===== src/rtl/rdc_pkg.sv =====
/*
  Shared constants and types for the clock-correction block of the
  real-time clock: register offsets, field positions, reset values,
  divide ratios and the register request carrier.
  Assumes a single 40 MHz core clock and a register port driven by the
  serial host interface logic that sits outside this block.
*/
package rdc_pkg;

  // Core clock period, for reference by derived counts.
  localparam int unsigned CLK_PERIOD_NS = 25;

  // Register offsets.
  localparam logic [7:0] RATE_TRIM_OFS = 8'h08;
  localparam logic [7:0] CAP_TRIM_OFS = 8'h12;

  // Digital trim fields.
  localparam int unsigned RATE_MAG_LSB = 0;
  localparam int unsigned RATE_MAG_W = 5;
  localparam int unsigned RATE_SIGN_BIT = 5;
  localparam int unsigned RATE_REG_W = 6;
  localparam logic [5:0] RATE_TRIM_RST = 6'h00;

  // Analog trim fields.
  localparam int unsigned CAP_SIGN_BIT = 7;
  localparam int unsigned CAP_MAG_W = 7;
  localparam logic [7:0] CAP_TRIM_RST = 8'h00;
  // Default code: zero magnitude, nominal load on both crystal sides.
  localparam logic [7:0] CAP_DEFAULT_CODE = 8'h00;
  // Largest magnitude that adds capacitance (sign clear), in quarter pF.
  localparam logic [6:0] CAP_ADD_MAX = 7'h27;
  // Largest magnitude that removes capacitance (sign set), in quarter pF.
  localparam logic [6:0] CAP_SUB_MAX = 7'h48;

  // Divider ratios: input pulses from the 512 Hz stage per 100 outputs.
  localparam logic [9:0] DIV_OUT_PER_SEC = 10'h064;
  localparam logic [9:0] DIV_NORMAL = 10'h200;
  localparam logic [9:0] DIV_FAST = 10'h1FF;
  localparam logic [9:0] DIV_SLOW = 10'h201;
  localparam logic [9:0] DIV_RST = 10'h200;

  // Correction cycle positions.
  localparam logic [5:0] SEC_LAST = 6'h3B;
  localparam logic [3:0] MIN_MOD_MASK_FAST = 4'h7;
  localparam logic [3:0] MIN_MOD_MASK_SLOW = 4'hF;

  // Register read data for unmapped offsets and reserved bits.
  localparam logic [7:0] RDATA_NONE = 8'h00;

  // One register access request from the host interface.
  typedef struct packed {
    logic wr;
    logic rd;
    logic [7:0] addr;
    logic [7:0] wdata;
  } rdc_reg_req_t;

endpackage : rdc_pkg


===== src/rtl/rdc_div.sv =====
/*
  Hundred-hertz divider stage: turns pulses from the 512 Hz stage into
  100 output pulses per programmable number of input pulses.
  Assumes the ratio input is changed only at a second boundary, when the
  accumulator is back at zero.
*/
`timescale 1ns/1ps
module rdc_div (
  // Clock and reset.
  input wire logic core_clk_i,
  input wire logic rst_b_i,
  // Timebase and ratio.
  input wire logic in_pulse_i,
  input wire logic [9:0] ratio_i,
  // Outputs.
  output logic out_pulse_o,
  output logic sec_end_o
);

  logic [9:0] acc_ff;
  logic [6:0] cnt_ff;
  logic [9:0] acc_sum;
  logic emit;
  logic last;

  // Spreading by accumulation gives exactly 100 pulses per ratio inputs
  // and leaves the accumulator at zero after the hundredth.
  assign acc_sum = acc_ff + rdc_pkg::DIV_OUT_PER_SEC;
  assign emit = in_pulse_i && (acc_sum >= ratio_i);
  assign last = (cnt_ff == 7'(rdc_pkg::DIV_OUT_PER_SEC - 10'h001));

  // Accumulator and output counter.
  always_ff @(posedge core_clk_i) begin
    if (!rst_b_i) begin
      acc_ff <= 10'h000;
      cnt_ff <= 7'h00;
      out_pulse_o <= 1'b0;
      sec_end_o <= 1'b0;
    end else begin
      out_pulse_o <= emit;
      sec_end_o <= emit && last;
      if (in_pulse_i) begin
        acc_ff <= emit ? acc_sum - ratio_i : acc_sum;
      end
      if (emit) begin
        cnt_ff <= last ? 7'h00 : cnt_ff + 7'h01;
      end
    end
  end

endmodule : rdc_div


===== src/rtl/rdc_calib.sv =====
/*
  Clock-correction block of the real-time clock: digital periodic
  counter correction of the 100 Hz stage, analog load trim register and
  the frequency-test output.
  Assumes a 1024 Hz one-cycle tick from the oscillator divider chain,
  synchronous to the core clock, and a register request port driven by
  the serial host interface.
*/
// Contract
// - Uncorrected divider emits 100 pulses per 512 input pulses.
// - Positive corrected second: 100 pulses per 511 input pulses.
// - Negative corrected second: 100 pulses per 513 input pulses.
// - Correct first N seconds of each 8 or 16 minute cycle.
// - Magnitude is a 5-bit field, low bits of register 08h.
// - Bit 5 of 08h: one speeds up, zero slows down.
// - Zero magnitude never corrects, whatever the sign.
// - Frequency-test output is independent of the digital trim.
// - When enabled, 512 Hz square wave drives the shared test pin.
// - Bit 7 of 12h is cap sign above seven magnitude bits.
// - Invalid analog code falls back to the default capacitor setting.
`timescale 1ns/1ps
module rdc_calib (
  // Clock and reset.
  input wire logic core_clk_i,
  input wire logic rst_b_i,
  // Timebase from the oscillator divider chain.
  input wire logic tick_1024_i,
  // Register access from the host interface.
  input wire rdc_pkg::rdc_reg_req_t reg_req_i,
  output logic [7:0] reg_rdata_o,
  // Shared test/interrupt pin.
  input wire logic freq_test_output_i,
  input wire logic irq_level_i,
  output logic shared_irq_test_pin_o,
  // Timekeeping outputs.
  output logic hund_pulse_o,
  output logic sec_tick_o,
  output logic corr_active_o,
  output logic [7:0] load_cap_code_o
);

  // Registers.
  logic [5:0] rate_trim_ff;
  logic [7:0] cap_trim_ff;
  logic half_ff;
  logic [5:0] sec_ff;
  logic [3:0] min_ff;
  logic [9:0] ratio_ff;

  // Combinational helpers.
  logic wr_rate;
  logic wr_cap;
  logic tick_512;
  logic div_pulse;
  logic div_sec_end;
  logic [5:0] nxt_sec;
  logic [3:0] nxt_min;
  logic [4:0] rate_trim_magnitude;
  logic rate_trim_sign;
  logic [3:0] cycle_mask;
  logic cycle_start;
  logic nxt_active;
  logic [9:0] nxt_ratio;
  logic cap_trim_sign;
  logic [6:0] cap_trim_magnitude;
  logic cap_valid;
  logic [7:0] nxt_cap_code;
  logic [7:0] nxt_rdata;

  // Register decode; the two trim registers sit at their own offsets.
  assign wr_rate = reg_req_i.wr && (reg_req_i.addr == rdc_pkg::RATE_TRIM_OFS);
  assign wr_cap = reg_req_i.wr && (reg_req_i.addr == rdc_pkg::CAP_TRIM_OFS);

  // Host-written trim registers.
  always_ff @(posedge core_clk_i) begin
    if (!rst_b_i) begin
      rate_trim_ff <= rdc_pkg::RATE_TRIM_RST;
      cap_trim_ff <= rdc_pkg::CAP_TRIM_RST;
    end else begin
      if (wr_rate) begin
        rate_trim_ff <= reg_req_i.wdata[5:0];
      end
      if (wr_cap) begin
        cap_trim_ff <= reg_req_i.wdata;
      end
    end
  end

  // Read mux; bits above the digital trim field read as zero.
  assign nxt_rdata =
    (reg_req_i.addr == rdc_pkg::RATE_TRIM_OFS) ? {2'b00, rate_trim_ff} :
    (reg_req_i.addr == rdc_pkg::CAP_TRIM_OFS) ? cap_trim_ff :
    rdc_pkg::RDATA_NONE;

  // Read data holds until the next read request.
  always_ff @(posedge core_clk_i) begin
    if (!rst_b_i) begin
      reg_rdata_o <= rdc_pkg::RDATA_NONE;
    end else if (reg_req_i.rd) begin
      reg_rdata_o <= nxt_rdata;
    end
  end

  // The 512 Hz stage: the half-rate flop is both the square wave and the
  // pulse gate. It never sees the trim, so the test pin cannot show it.
  assign tick_512 = tick_1024_i && half_ff;

  // 512 Hz stage and the shared test pin.
  always_ff @(posedge core_clk_i) begin
    if (!rst_b_i) begin
      half_ff <= 1'b0;
      shared_irq_test_pin_o <= 1'b0;
    end else begin
      if (tick_1024_i) begin
        half_ff <= ~half_ff;
      end
      shared_irq_test_pin_o <= freq_test_output_i ? half_ff
                                                  : irq_level_i;
    end
  end

  // Hundred-hertz stage with its ratio chosen once per second.
  rdc_div u_div (
    .core_clk_i(core_clk_i),
    .rst_b_i(rst_b_i),
    .in_pulse_i(tick_512),
    .ratio_i(ratio_ff),
    .out_pulse_o(div_pulse),
    .sec_end_o(div_sec_end)
  );

  // Running seconds and minutes within the longest correction cycle.
  assign nxt_sec = (sec_ff == rdc_pkg::SEC_LAST) ? 6'h00 : sec_ff + 6'h01;
  assign nxt_min = (sec_ff == rdc_pkg::SEC_LAST) ? min_ff + 4'h1 : min_ff;

  // The written value is sampled at the boundary, so a write in the middle
  // of a second cannot bend a second already under way.
  assign rate_trim_magnitude = rate_trim_ff[rdc_pkg::RATE_MAG_W-1:0];
  assign rate_trim_sign = rate_trim_ff[rdc_pkg::RATE_SIGN_BIT];

  // Positive correction repeats every 8 minutes, negative every 16.
  assign cycle_mask = rate_trim_sign ? rdc_pkg::MIN_MOD_MASK_FAST
                                     : rdc_pkg::MIN_MOD_MASK_SLOW;
  assign cycle_start = ((nxt_min & cycle_mask) == 4'h0);
  assign nxt_active = (rate_trim_magnitude != 5'h00) && cycle_start &&
                      (nxt_sec < {1'b0, rate_trim_magnitude});
  assign nxt_ratio = !nxt_active ? rdc_pkg::DIV_NORMAL :
                     rate_trim_sign ? rdc_pkg::DIV_FAST :
                     rdc_pkg::DIV_SLOW;

  // Second boundary: advance the count, take the new trim, pick the ratio.
  always_ff @(posedge core_clk_i) begin
    if (!rst_b_i) begin
      sec_ff <= 6'h00;
      min_ff <= 4'h0;
      ratio_ff <= rdc_pkg::DIV_RST;
      corr_active_o <= 1'b0;
    end else if (div_sec_end) begin
      sec_ff <= nxt_sec;
      min_ff <= nxt_min;
      ratio_ff <= nxt_ratio;
      corr_active_o <= nxt_active;
    end
  end

  // Pulse outputs toward the fraction-of-seconds counter.
  always_ff @(posedge core_clk_i) begin
    if (!rst_b_i) begin
      hund_pulse_o <= 1'b0;
      sec_tick_o <= 1'b0;
    end else begin
      hund_pulse_o <= div_pulse;
      sec_tick_o <= div_sec_end;
    end
  end

  // Analog trim: a magnitude beyond the reachable range for its sign is
  // not a capacitor setting, so the network gets the default instead.
  assign cap_trim_sign = cap_trim_ff[rdc_pkg::CAP_SIGN_BIT];
  assign cap_trim_magnitude = cap_trim_ff[rdc_pkg::CAP_MAG_W-1:0];
  assign cap_valid = cap_trim_sign ?
                     (cap_trim_magnitude <= rdc_pkg::CAP_SUB_MAX) :
                     (cap_trim_magnitude <= rdc_pkg::CAP_ADD_MAX);
  assign nxt_cap_code = cap_valid ? cap_trim_ff
                                  : rdc_pkg::CAP_DEFAULT_CODE;

  // Capacitor network control word.
  always_ff @(posedge core_clk_i) begin
    if (!rst_b_i) begin
      load_cap_code_o <= rdc_pkg::CAP_DEFAULT_CODE;
    end else begin
      load_cap_code_o <= nxt_cap_code;
    end
  end

endmodule : rdc_calib


===== config.mk =====
export PLATFORM = sky130hd
export DESIGN_NAME = rdc_calib
export DESIGN_NICKNAME = d
export VERILOG_FILES = /design/src/rtl/rdc_pkg.sv /design/src/rtl/rdc_div.sv /design/src/rtl/rdc_calib.sv
export SDC_FILE = /design/constraint.sdc
export NUM_CORES = 1
export LEC_CHECK = 0
export BUFFER_PORTS_ARGS = -buffer_cell sky130_fd_sc_hd__buf_2
export CORE_MARGIN = 5
export CORE_UTILIZATION = 55
export DETAILED_ROUTE_END_ITERATION = 6
export PLACE_DENSITY = 0.76
export SKIP_LAST_GASP = 1
export SLEW_MARGIN = 20
export SYNTH_ARGS = -nofsm -noshare
export SYNTH_HDL_FRONTEND = slang
export SYNTH_SLANG_ARGS = --single-unit

===== constraint.sdc =====
create_clock -name core_clk_i -period 3.3 [get_ports core_clk_i]
set_clock_uncertainty 0.2 [all_clocks]
set_input_delay 0.165 -clock core_clk_i [delete_from_list [all_inputs] [get_ports core_clk_i]]
set_output_delay 0.165 -clock core_clk_i [all_outputs]
set_load 0.02 [all_outputs]

# Word-level counts from Yosys, hierarchy flattened
# Index checks and enable logic that the tools add are counted.
dict set report totals {
  output_inout_bits 20
  regBits 74
  word_cells 52
  in_bits 23
}
dict set report classes {
  n_bitwise 2
  addsub 5
  n_mux 11
  n_eq_ne 4
  order_cmp 4
  reduce_logical 10
}
# cell n
set ops {}
lappend ops {{$mux W10} 3}
lappend ops {{$mux W8} 2}
lappend ops {{$add A10 B7 Y10 const B} 1}
lappend ops {{$ge A10 B10 Y1} 1}
lappend ops {{$sub A10 B10 Y10} 1}
lappend ops {{$eq A8 B4 Y1 const B} 1}
lappend ops {{$eq A8 B5 Y1 const B} 1}
lappend ops {{$mux W4} 2}
lappend ops {{$add A7 B1 Y7 const B} 1}
lappend ops {{$eq A7 B7 Y1 const B} 1}
lappend ops {{$le A7 B6 Y1 const B} 1}
lappend ops {{$le A7 B7 Y1 const B} 1}
lappend ops {{$logic_and A1 B1 Y1} 7}
lappend ops {{$mux W7} 1}
lappend ops {{$add A6 B1 Y6 const B} 1}
lappend ops {{$eq A6 B6 Y1 const B} 1}
lappend ops {{$lt A6 B5 Y1} 1}
lappend ops {{$mux W6} 1}
lappend ops {{$reduce_bool A5 Y1} 1}
lappend ops {{$add A4 B1 Y4 const B} 1}
lappend ops {{$and A4 B4 Y4} 1}
lappend ops {{$logic_not A4 Y1} 1}
lappend ops {{$mux W1} 2}
lappend ops {{$reduce_and A2 Y1} 1}
lappend ops {{$not A1 Y1} 1}

# Depth between registers and ports, before layout
dict set report depth {
  word_depth 7
  depth_mapped 14
  mapped_depth_nobuf 12
}

# Hierarchy
# A second synthesis with hierarchy kept.
dict set report unflattened {
  cells_unflattened 434
  hier_area_um2 3669.8
}
# module area_each_um2 n_inst seq_area_each_um2 cells_each
set by_module_without_submodules {}
lappend by_module_without_submodules {rdc_calib 2153.3 1 940.9 241}
lappend by_module_without_submodules {rdc_div 1516.5 1 380.4 193}

# Worst setup path before layout
# OpenSTA, ideal clock, no wires.
dict set report synth_timing {
  path_type {flip-flop to flip-flop}
  startpoint {register u_div.acc_ff[4]}
  endpoint {register u_div.acc_ff[5]}
  setup_slack_ns 0.655
  setup_time_ns 0.074
  arrival_time_ns 2.371
  period_less_slack_ns 2.645
  path_buffers 1
  t_required_ns 3.026
  stages_incl_launch_ff 12
  cell_sequence {dfxtp_1 and3_1 or3_1 nand3_1 xnor2_1 ha_1 a21oi_1 o21ai_0 a21o_1 buf_6 or4_1 o21ai_0}
}
dict set report synth_via {
  elab_chain_len 4
  word_cells_on_any_way 5
  classes_between {add/sub (2); order compare (1); mux (1); reduce/logical (1)}
}
# element line
set synth_lines {}
lappend synth_lines {{start, declared} rdc_div.sv:20} ;# logic [9:0] acc_ff;
lappend synth_lines {{start signal, assigned} rdc_div.sv:43} ;# acc_ff <= emit ? acc_sum - ratio_i : acc_sum;
lappend synth_lines {{$add A10 B7 Y10 (*)} rdc_div.sv:28} ;# assign acc_sum = acc_ff + rdc_pkg::DIV_OUT_PER_SEC;
lappend synth_lines {{$ge A10 B10 Y1} rdc_div.sv:29} ;# assign emit = in_pulse_i && (acc_sum >= ratio_i);
lappend synth_lines {{$logic_and A1 B1 Y1} rdc_div.sv:29}
lappend synth_lines {{$mux W10 (*)} rdc_div.sv:43}
# Every way passes the cells marked *; elsewhere a longest branch is shown, timed or not.
# A chain may end at the register's enable or synchronous reset.

# Worst setup path after layout
dict set report layout_timing {
  startpoint {register u_div.acc_ff[2]}
  endpoint {register u_div.cnt_ff[4]}
}
dict set report layout_via {
  elab_chain_len 3
}
# element line
set layout_lines {}
lappend layout_lines {{$add A10 B7 Y10} rdc_div.sv:28}
lappend layout_lines {{$ge A10 B10 Y1} rdc_div.sv:29}
lappend layout_lines {{$logic_and A1 B1 Y1} rdc_div.sv:29}
lappend layout_lines {{end signal, assigned} rdc_div.sv:46} ;# cnt_ff <= last ? 7'h00 : cnt_ff + 7'h01;
lappend layout_lines {{end, declared} rdc_div.sv:21} ;# logic [6:0] cnt_ff;
# No other way between the ends.

==> results_dict.tcl <==
set metrics [dict create \
    fmax_mhz 332 \
    cts.path.max_buffers 2 \
    core.rowCount 29 \
    initial_core_util_pct 55.6 \
    io_buffers 42 \
    clock_latency_ns 0.34 \
    synth.most_common_cell "dfxtp_1" \
    r2r.worst_path.cells 12 \
    yosysUniqueCellTypes 55 \
    grt.total_usage_pct 20.7 \
    power_density_nw_per_um2 440 \
    die_y_um 89.4 \
    worstSetupEndpointType "register" \
    fin_util_pct 64.6 \
    critPathArrivalTime_ns 3.08 \
    ir_worst_vdd_mv 0.307 \
    dr.first_iter.drc_count 153 \
    drive_above_1_share_pct 15.6 \
    worst_hold_path_type "input pin to register" \
    maxCapViolCount 0 \
    final_hold_viol_count 0 \
    grt-ovfl-total 0 \
    wl_um 7640 \
    cts_root_buffer "clkbuf_8" \
    antenna_found_initial 0 \
    grt_pass1_vias 2885 \
    cts_tree "yes" \
    core_area_um2 6240 \
    maxSlewViolCount 0 \
    diodes 0 \
    finalPower_w 0.00177 \
    die_area_um2 8000 \
    seqCellArea_um2 1320 \
    worst_slew_pin_slew_ns 1.01 \
    tns_ns 0 \
    route.detailed.drc 0 \
    p_leak_nw 1.55 \
    startpoint_type "register" \
    ys_ff_latch 66 \
    nFillCells 560 \
    nets 511 \
    syn-num-nets 463 \
    grt_max_degree 29 \
    die_w_um 89.4 \
    final-setup-viol-count 0 \
    grt_pass1_wl_um 13100 \
    cts_htree_levels 3 \
    crit_type "register to register" \
    yosysTopAreaCell "dfxtp_1" \
    synth_edf_count 0 \
    period_minus_slack_ns 3.02 \
    gp_congestion 0.847 \
    synth_top_flop_cell "dfxtp_1" \
    clk_pin_slew_ns 0.07 \
    numClockSinks 66 \
    yosysTopAreaCellShare_pct 38.1 \
    maxSlewHeadroom_pct 32.5 \
    cts_setup_buffers 0 \
    drt-pass1-iter-count 5 \
    period_share_pct 91.4 \
    async_reset_ff_share_pct 0 \
    cp.required_ns 3.37 \
    yosysWarningCount 0 \
    antenna_left 0 \
    io_pins 43 \
    hpwl_um 5330 \
    viasPerCell 5.70 \
    hold_path_depth 3 \
    syn_inst 421 \
    netlist_top_cells_count "66 x dfxtp_1, 45 x a21oi_1, 45 x nand2_1, 32 x nor2_1, 29 x nand3_1" \
    multiInputGateArea_um2 1980 \
    syn_avg_cell_area_um2 8.24 \
    grt_setup_unrepaired "false" \
    yosysSeqAreaShare_pct 38.1 \
    wl_per_cell_um 13.9 \
    netlist_area_um2 3470 \
    cts_made_buffers 9 \
    synthTopCellsByArea "dfxtp_1 38%, a21oi_1 6.5%, ha_1 6.5%, nand2_1 4.9%, nand3_1 4.2%" \
    route.vias.total 3141 \
    area_growth_syn_to_layout_pct 16.1 \
    status "finished, final reports clean" \
    crit_fanout 13 \
]
power by group:
group,switching (W),internal [W]
Combinational,0.000130,0.000103
Clock,0.000295,0.000425
Sequential,0.0000114,0.000810
worst max-delay path, cell delays in order (launching register included):
cell and delay (ns):
dfxtp_1 0.34, ha_1 0.25, a21oi_1 0.23, nand2b_1 0.09, nand2_1 0.08, xnor2_1 0.08, ha_1 0.39, nand4_1 0.11
a21oi_1 0.12, a21o_2 0.26, nand2_2 0.18, or4_1 0.52, o21ai_0 0.09
routing by layer:
metal / vias up / share of wire, % / routed length [µm] / global-route usage, %
met3: 15 / 4.1 / 315 / 3.32
met5: - / 0 / 0 / 0
li1: 1603 / - / - / -
met2: 76 / 47 / 3620 / 33.0
met4: 0 / 1.9 / 146 / 7.85
met1: 1447 / 47 / 3560 / 28.0
final cells by class:
class                      instances  area share [%]
tap                               77            2.39
clock buffer                      11            3.26
sequential                        66            32.8
inverter                          14            1.30
clock inverter                     5            1.96
multi-input combinational        319            49.2
timing repair buffer              59            9.13
path summary, 6_finish.rpt:
path,slack [ns],end,startpoint
setup / recovery,0.28,u_div.cnt_ff[4]$_SDFFE_PN0P_,u_div.acc_ff[2]$_SDFFE_PN0P_
hold / removal,0.02,cap_trim_ff[7]$_SDFFE_PN0P_,reg_req_i[17]
setup reg to reg,0.28,u_div.cnt_ff[4]$_SDFFE_PN0P_,u_div.acc_ff[2]$_SDFFE_PN0P_
hold reg to reg,0.27,u_div.cnt_ff[6]$_SDFFE_PN0P_,u_div.cnt_ff[6]$_SDFFE_PN0P_
logic make-up (layout without fill, tap and decap cells):
family                     after synthesis  after routing  share of synthesized area [%]
muxes                                    6              6                           1.73
AOI/OAI and AO/OA                      109            109                           19.2
adders and majority gates               19             19                           7.07
DFF                                     66             66                           38.1
and+or+nand+nor                        167            167                           24.5
xor gates and xnor gates                18             18                           4.54
buffers and inverters                   36             89                           4.87
placed cells by master (no fill, tap or decap), types with 4 or more instances in the layout:
master / n
dfxtp_1: 66
nand2_1: 45
a21oi_1: 45
buf_2: 42
nor2_1: 32
nand3_1: 29
o21ai_0: 24
ha_1: 18
inv_1: 14
dlygate4sd3_1: 12
and3_1: 11
xnor2_1: 9
xor2_1: 9
a211oi_1: 9
clkbuf_8: 9
nor3_1: 8
or3_1: 7
a31oi_1: 6
a22oi_1: 6
mux2i_1: 6
nand2b_1: 5
buf_4: 5
nor4_1: 4
or4_1: 4
state kept, by name, summed over array words and instances (netlist names), 3 cells and up:
name,cells
u_div.acc_ff,10
rate_trim_ff,6
load_cap_code_o,8
reg_rdata_o,8
cap_trim_ff,8
ratio_ff,3
min_ff,4
u_div.cnt_ff,7
sec_ff,6
stage by stage:
stage          hold slack, ns  worst slack [ns]  cell area (µm²)  cells
6_report               0.0247             0.284             4030    551
5_1_grt                0.0391            0.0341             4030    551
4_1_cts                0.0106             0.156             4030    551
3_5_place_dp            0.208             0.174             3700    523
3_3_place_gp            0.204             0.289             3700    523
2_1_floorplan           0.102             0.655             3470    421
repair_timing:
action | 4_1_cts | 5_1_grt
hold endpoints to repair | 17 | 0
hold buffers | 12 | 0
setup endpoints to repair | 0 | 1
gates resized for setup | 0 | 1
(Power assumes the default switching activity.)
